`src/shared/ref_select_pkg.sv`:
```
// constants for the reference choice / holdover pin control block
// assumes a single 250 MHz core clock
`default_nettype none
package ref_select_pkg;
  localparam logic [0:0] REF_FIRST  = 1'h0;   // low level picks the first reference input
  localparam logic [0:0] REF_SECOND = 1'h1;   // high level picks the second reference input
  localparam logic [0:0] HOLD_OFF   = 1'h0;
  localparam logic [0:0] HOLD_ON    = 1'h1;
  localparam int         SYNC_STAGES = 2;
  localparam logic [0:0] PIN_RESET_VAL = 1'h0;
  localparam logic [0:0] DRIVE_OFF     = 1'h0;   // pad driver released, pin is an input
  localparam logic [0:0] DRIVE_ON      = 1'h1;   // pad driver enabled, pin is an output
  localparam logic [0:0] PDN_IDLE      = 1'h0;
  localparam logic [0:0] CORE_RST_ON   = 1'h1;
  localparam logic [0:0] CORE_RST_OFF  = 1'h0;
  localparam int         PIN_COUNT      = 4;     // pins passing the synchroniser
  localparam int         PIN_IDX_REF    = 0;     // bit positions in the synchronised group
  localparam int         PIN_IDX_HOLD   = 1;
  localparam int         PIN_IDX_PWROFF = 2;
  localparam int         PIN_IDX_RST    = 3;

  typedef enum logic [2:0] {
    ST_RESET   = 3'h1,
    ST_RUN     = 3'h2,
    ST_POWEROFF = 3'h4
  } op_state_e;
endpackage
`default_nettype wire

```
`src/design/pin_sync.sv`:
```
// two-stage synchroniser for a group of asynchronous pin levels
// assumes the core clock and a synchronous active-high reset
`timescale 1ns/10ps
`default_nettype none
module pin_sync #(
  parameter int WIDTH = 1
) (
  input  wire logic             clk_i,   // core clock
  input  wire logic             rst_i,   // synchronous reset
  input  wire logic [WIDTH-1:0] async_i, // raw pin levels
  output logic      [WIDTH-1:0] sync_o   // synchronised levels
);
  logic [WIDTH-1:0] meta_reg;

  always_ff @(posedge clk_i) begin
    if (rst_i) begin
      meta_reg <= '0;
      sync_o   <= '0;
    end else begin
      meta_reg <= async_i;
      sync_o   <= meta_reg;
    end
  end
endmodule
`default_nettype wire

```
`src/design/ref_select_holdover_pins.sv`:
```
// pin-level control of reference choice, holdover, power-off and chip reset
// assumes pins arrive asynchronously; the pad ring resolves in/out/oe triples
//
// Notes on behaviour
// - manual reference mode: pin is input, sampled
// - automatic reference mode: pin driven with active reference
// - low level means first reference input
// - high level means second reference input
// - manual holdover: high input forces holdover
// - automatic holdover: pin driven high in holdover
// - power-off request high keeps device powered down
// - reset pin high holds all logic reset except the pin synchroniser, which only rst_i resets
`timescale 1ns/10ps
`default_nettype none
module ref_select_holdover_pins (
  input  wire logic core_clk_i,            // core clock, 250 MHz
  input  wire logic rst_i,                 // on-chip power-on reset, synchronous, high
  input  wire logic ref_auto_mode_i,       // 1 = automatic reference switchover
  input  wire logic hold_auto_mode_i,      // 1 = automatic holdover
  input  wire logic auto_ref_choice_i,     // reference picked by switchover logic
  input  wire logic auto_holdover_i,       // holdover demanded by loss-of-reference logic
  input  wire logic reference_choice_pin_i,   // reference choice pin, input level
  output logic      reference_choice_pin_o,   // reference choice pin, driven level
  output logic      reference_choice_pin_oe_o,// reference choice pin, drive enable
  input  wire logic holdover_pin_i,        // holdover pin, input level
  output logic      holdover_pin_o,        // holdover pin, driven level
  output logic      holdover_pin_oe_o,     // holdover pin, drive enable
  input  wire logic power_off_request_pin_i, // power-off request pin
  input  wire logic chip_reset_pin_i,      // chip reset pin, active high
  output logic      active_ref_o,          // 0 first, 1 second reference input
  output logic      holdover_o,            // device in holdover
  output logic      powered_down_o,        // full power-down state
  output logic      core_reset_o           // reset to the rest of the device
);
  // ---------------------------------------------------------------
  // pin synchronisers
  // ---------------------------------------------------------------
  logic [ref_select_pkg::PIN_COUNT-1:0] pins_sync;
  logic       ref_pin_s;
  logic       hold_pin_s;
  logic       pwroff_s;
  logic       chip_rst_s;

  pin_sync #(.WIDTH(ref_select_pkg::PIN_COUNT)) u_sync (
    .clk_i   (core_clk_i),
    .rst_i   (rst_i),
    .async_i ({chip_reset_pin_i, power_off_request_pin_i, holdover_pin_i, reference_choice_pin_i}),
    .sync_o  (pins_sync)
  );
  assign ref_pin_s  = pins_sync[ref_select_pkg::PIN_IDX_REF];
  assign hold_pin_s = pins_sync[ref_select_pkg::PIN_IDX_HOLD];
  assign pwroff_s   = pins_sync[ref_select_pkg::PIN_IDX_PWROFF];
  assign chip_rst_s = pins_sync[ref_select_pkg::PIN_IDX_RST];

  // logic reset while either reset source is high
  logic blk_rst;
  assign blk_rst = rst_i | chip_rst_s;

  // ---------------------------------------------------------------
  // operating state
  // ---------------------------------------------------------------
  ref_select_pkg::op_state_e state_reg;
  ref_select_pkg::op_state_e state_next;

  always_comb begin
    case (state_reg)
      ref_select_pkg::ST_RESET:    state_next = pwroff_s ? ref_select_pkg::ST_POWEROFF : ref_select_pkg::ST_RUN;
      ref_select_pkg::ST_RUN:      state_next = pwroff_s ? ref_select_pkg::ST_POWEROFF : ref_select_pkg::ST_RUN;
      ref_select_pkg::ST_POWEROFF: state_next = pwroff_s ? ref_select_pkg::ST_POWEROFF : ref_select_pkg::ST_RUN;
      default:                     state_next = ref_select_pkg::ST_RESET;
    endcase
  end

  always_ff @(posedge core_clk_i) begin
    if (blk_rst) begin
      state_reg <= ref_select_pkg::ST_RESET;
    end else begin
      state_reg <= state_next;
    end
  end

  logic running;
  assign running = (state_reg == ref_select_pkg::ST_RUN);

  // ---------------------------------------------------------------
  // reference choice
  // ---------------------------------------------------------------
  // pin or switchover level to reference index; low is the first input
  function automatic logic level_to_ref(input logic level);
    return level ? ref_select_pkg::REF_SECOND : ref_select_pkg::REF_FIRST;
  endfunction

  always_ff @(posedge core_clk_i) begin
    if (blk_rst) begin
      active_ref_o              <= ref_select_pkg::REF_FIRST;
      reference_choice_pin_o    <= ref_select_pkg::PIN_RESET_VAL;
      reference_choice_pin_oe_o <= ref_select_pkg::DRIVE_OFF;
    end else if (ref_auto_mode_i && running) begin
      active_ref_o              <= level_to_ref(auto_ref_choice_i);
      reference_choice_pin_o    <= auto_ref_choice_i;
      reference_choice_pin_oe_o <= ref_select_pkg::DRIVE_ON;
    end else begin
      active_ref_o              <= level_to_ref(ref_pin_s);
      reference_choice_pin_o    <= ref_select_pkg::PIN_RESET_VAL;
      reference_choice_pin_oe_o <= ref_select_pkg::DRIVE_OFF;
    end
  end

  // ---------------------------------------------------------------
  // holdover
  // ---------------------------------------------------------------
  logic hold_now;
  assign hold_now = hold_auto_mode_i ? auto_holdover_i : hold_pin_s;

  always_ff @(posedge core_clk_i) begin
    if (blk_rst) begin
      holdover_o        <= ref_select_pkg::HOLD_OFF;
      holdover_pin_o    <= ref_select_pkg::HOLD_OFF;
      holdover_pin_oe_o <= ref_select_pkg::DRIVE_OFF;
    end else begin
      holdover_o        <= running & hold_now;
      holdover_pin_o    <= hold_auto_mode_i & running & auto_holdover_i;
      holdover_pin_oe_o <= hold_auto_mode_i & running;
    end
  end

  // ---------------------------------------------------------------
  // power-down and reset outputs
  // ---------------------------------------------------------------
  always_ff @(posedge core_clk_i) begin
    if (blk_rst) begin
      powered_down_o <= ref_select_pkg::PDN_IDLE;
      core_reset_o   <= ref_select_pkg::CORE_RST_ON;
    end else begin
      powered_down_o <= (state_next == ref_select_pkg::ST_POWEROFF);
      core_reset_o   <= ref_select_pkg::CORE_RST_OFF;
    end
  end
endmodule
`default_nettype wire

```
`config.mk`:
```
export PLATFORM = sky130hd
export DESIGN_NAME = ref_select_holdover_pins
export DESIGN_NICKNAME = d
export VERILOG_FILES = /design/src/shared/ref_select_pkg.sv /design/src/design/pin_sync.sv /design/src/design/ref_select_holdover_pins.sv
export SDC_FILE = /design/constraint.sdc
export NUM_CORES = 1
export LEC_CHECK = 0
export BUFFER_PORTS_ARGS = -buffer_cell sky130_fd_sc_hd__buf_2
export CAP_MARGIN = 20
export CORE_AREA = 2 2 39 41
export DETAILED_ROUTE_END_ITERATION = 8
export DIE_AREA = 0 0 41 43
export PLACE_DENSITY = 0.73
export SLEW_MARGIN = 30
export SYNTH_ARGS = -nofsm -noshare
export SYNTH_HDL_FRONTEND = slang
export SYNTH_SLANG_ARGS = --single-unit
```
`constraint.sdc`:
```
create_clock -name core_clk_i -period 1.55 [get_ports core_clk_i]
set_input_delay 0.2325 -clock core_clk_i [delete_from_list [all_inputs] [get_ports core_clk_i]]
set_output_delay 0.2325 -clock core_clk_i [all_outputs]
set_load 0.1 [all_outputs]
```
==> flow_summary.json <==
{
  "slowest_delay_ns": 0.44,
  "synthFlopType": "dfxtp_1",
  "switching_power_uw": 260,
  "slew_violations": 0,
  "die-area_um2": 1760,
  "antenna_found_initial": 0,
  "h-tree-depth": 1,
  "grt.total_usage": 0.121,
  "dp_slack_ns": 0.433,
  "worst_hold_slack_ns": 0.134,
  "drc": 0,
  "internal_power_uw": 698,
  "path_clk_slew_ns": 0.10,
  "path_cells": "buf_2",
  "wl_um": 904,
  "fp.dieH_um": 43,
  "p_leak_nw": 0.329,
  "slew_headroom": 0.680,
  "grt_pass1_wl_mm": 1.40,
  "ant_nets": 0,
  "ys_ff_latch": 18,
  "core_area_um2": 1380,
  "whs_endpoint": "u_sync.meta_reg[2]$_SDFF_PP0_",
  "p_clk_frac": 0.298,
  "multiInputGateArea_um2": 244,
  "numPlacedInstances": 85,
  "min_from": "power_off_request_pin_i",
  "timing.rr.end": "active_ref_o$_SDFF_PP0_",
  "syn_inst": 54,
  "routedWlPerCell_um": 10.2,
  "skew_ns": 0.00303,
  "grt_setup_unrepaired": "false",
  "end_kind": "output pin",
  "yosys-top-cells-area": "dfxtp_1, nor2b_1, or4b_1, and2b_1, nor3b_1",
  "syn_nets": 64,
  "pwr-share-seq": 0.540,
  "synth_edf_count": 0,
  "syn-cell-area_um2": 619,
  "peakVddDrop_v": 0.000758,
  "cts_sinks": 18,
  "regArea_um2": 362,
  "fin_crit_sh": 0.885,
  "initial_utilization": 0.448,
  "crit_slowest_cell": "buf_2",
  "crit_family": "buffers and inverters",
  "p_sw_frac": 0.272,
  "cts_tree": "built",
  "dpl.hpwl_um": 638,
  "fill_cells": 121,
  "hold_violations": 0,
  "cap_viol_max_count": 0,
  "grt-ovfl-total": 0,
  "combPwrFrac": 0.162,
  "nets": 84,
  "antenna-diode-count": 0,
  "ys_top_cells_by_count": "dfxtp_1, nor2b_1",
  "synth.largest_area_cell": "dfxtp_1",
  "clock_latency_ns": 0.29,
  "io-pin-count": 18,
  "first_pass_iters": 1,
  "fmax_mhz": 729,
  "cts_resized": 0,
  "hold_buffers": 0,
  "hold_path.class": "in2reg",
  "numCtsBuffers": 3,
  "path_depth": 1,
  "crit_required_ns": 1.32,
  "synth-seq-area-share": 0.582,
  "cts_max_path_buffers": 2,
  "drt_iter0_markers": 0,
  "vias": 439,
  "worstMarginPinSlew_ns": 0.484,
  "worst_r2r_startpoint": "powered_down_o$_SDFF_PP0_",
  "synth_cell_types": 25,
  "arrival_ns": 1.14,
  "r2r_slack_ns": 0.44,
  "critPathLaunchType": "register",
  "clockRootBuffer": "clkbuf_4",
  "die_w_um": 41,
  "power_density_nw_per_um2": 1270,
  "yosysWarnings": 0,
  "async_flop_share": 0,
  "instances_no_fill": 89,
  "area_delta_synth_final_pct": 21.8,
  "synth_most_common_cell": "dfxtp_1",
  "grt_max_degree": 18,
  "crit_buf_inv": 1,
  "yosysTopAreaCellShare": 0.582,
  "timing.final.crit_period_ns": 1.37,
  "holdPathStages": 2,
  "crit_fanout": 9,
  "rr_worst_depth": 2,
  "rows": 14,
  "critical_path_class": "reg2out",
  "drive_above_1_share": 0.384,
  "vias_per_cell": 4.93,
  "grt_pass1_vias": 351,
  "postCtsSetupBuffers": 0,
  "gp_congestion": 0.651,
  "setup_viol_count_final": 0,
  "io_buffers": 17,
  "setup_ws_ns": 0.179,
  "syn_area_per_cell_um2": 11.5,
  "fin_tns_setup_ns": 0,
  "status": "complete, no violations"
}
layout by cell type, fill, tap and decap left out, types with 2 or more instances in the layout:
cell,n
dfxtp_1,17
buf_2,17
nor2b_1,6
clkbuf_4,3
nor3b_1,2
inv_1,2
nor3_1,2
or4b_1,2
o22ai_1,2
and2b_1,2
cell type report:
class	count	share of cell area
Multi-Input combinational cell	32	0.323
Inverter	2	0.00995
Sequential cell	18	0.479
Clock buffer	4	0.0481
Timing Repair Buffer	17	0.113
Tap cell	16	0.0265
metal layers:
layer | share of wire | GRT usage | vias to the layer above
met3 | 0.058 | 0.0314 | 5
met5 | 0 | 0 | -
met4 | 0.043 | 0.120 | 0
li1 | - | - | 224
met2 | 0.45 | 0.169 | 16
met1 | 0.44 | 0.138 | 194
worst max path at each step:
stage / to / startpoint / slack, ns
CTS: powered_down_o / powered_down_o$_SDFF_PP0_ / 0.17
detailed placement: state_reg[1]$_SDFF_PP0_ / rst_i / 0.43
finish: powered_down_o / powered_down_o$_SDFF_PP0_ / 0.18
floorplan: state_reg[1]$_SDFF_PP0_ / powered_down_o$_SDFF_PP0_ / 0.19
global placement: state_reg[1]$_SDFF_PP0_ / rst_i / 0.45
global route: powered_down_o / powered_down_o$_SDFF_PP0_ / 0.13
kinds of logic after synthesis:
| logic type | after synthesis | synth area share |
|---|---|---|
| DFF | 18 | 0.582 |
| xor gates and xnor gates | 1 | 0.0141 |
| muxes | 1 | 0.0182 |
| and+or+nand+nor | 26 | 0.307 |
| AOI/OAI and AO/OA | 4 | 0.0545 |
| buffers and inverters | 4 | 0.0243 |
per-stage QoR:
stage	utilization	power [mW]	cell area (µm²)
floorplan	-	0.652	621
global placement	0.519	0.682	718
detailed placement	0.519	0.685	718
CTS	0.545	0.968	754
global route	0.545	1.00	754
finish	0.545	0.958	754
power by group through the flow:
stage / registers (mW) / clock network (mW) / logic [mW]
2_1_floorplan: 0.575 / 0 / 0.0770
3_3_place_gp: 0.526 / 0 / 0.156
3_5_place_dp: 0.528 / 0 / 0.156
4_1_cts: 0.517 / 0.294 / 0.157
5_1_grt: 0.522 / 0.317 / 0.166
6_report: 0.517 / 0.285 / 0.155
Power figures use the tool's default switching activity.
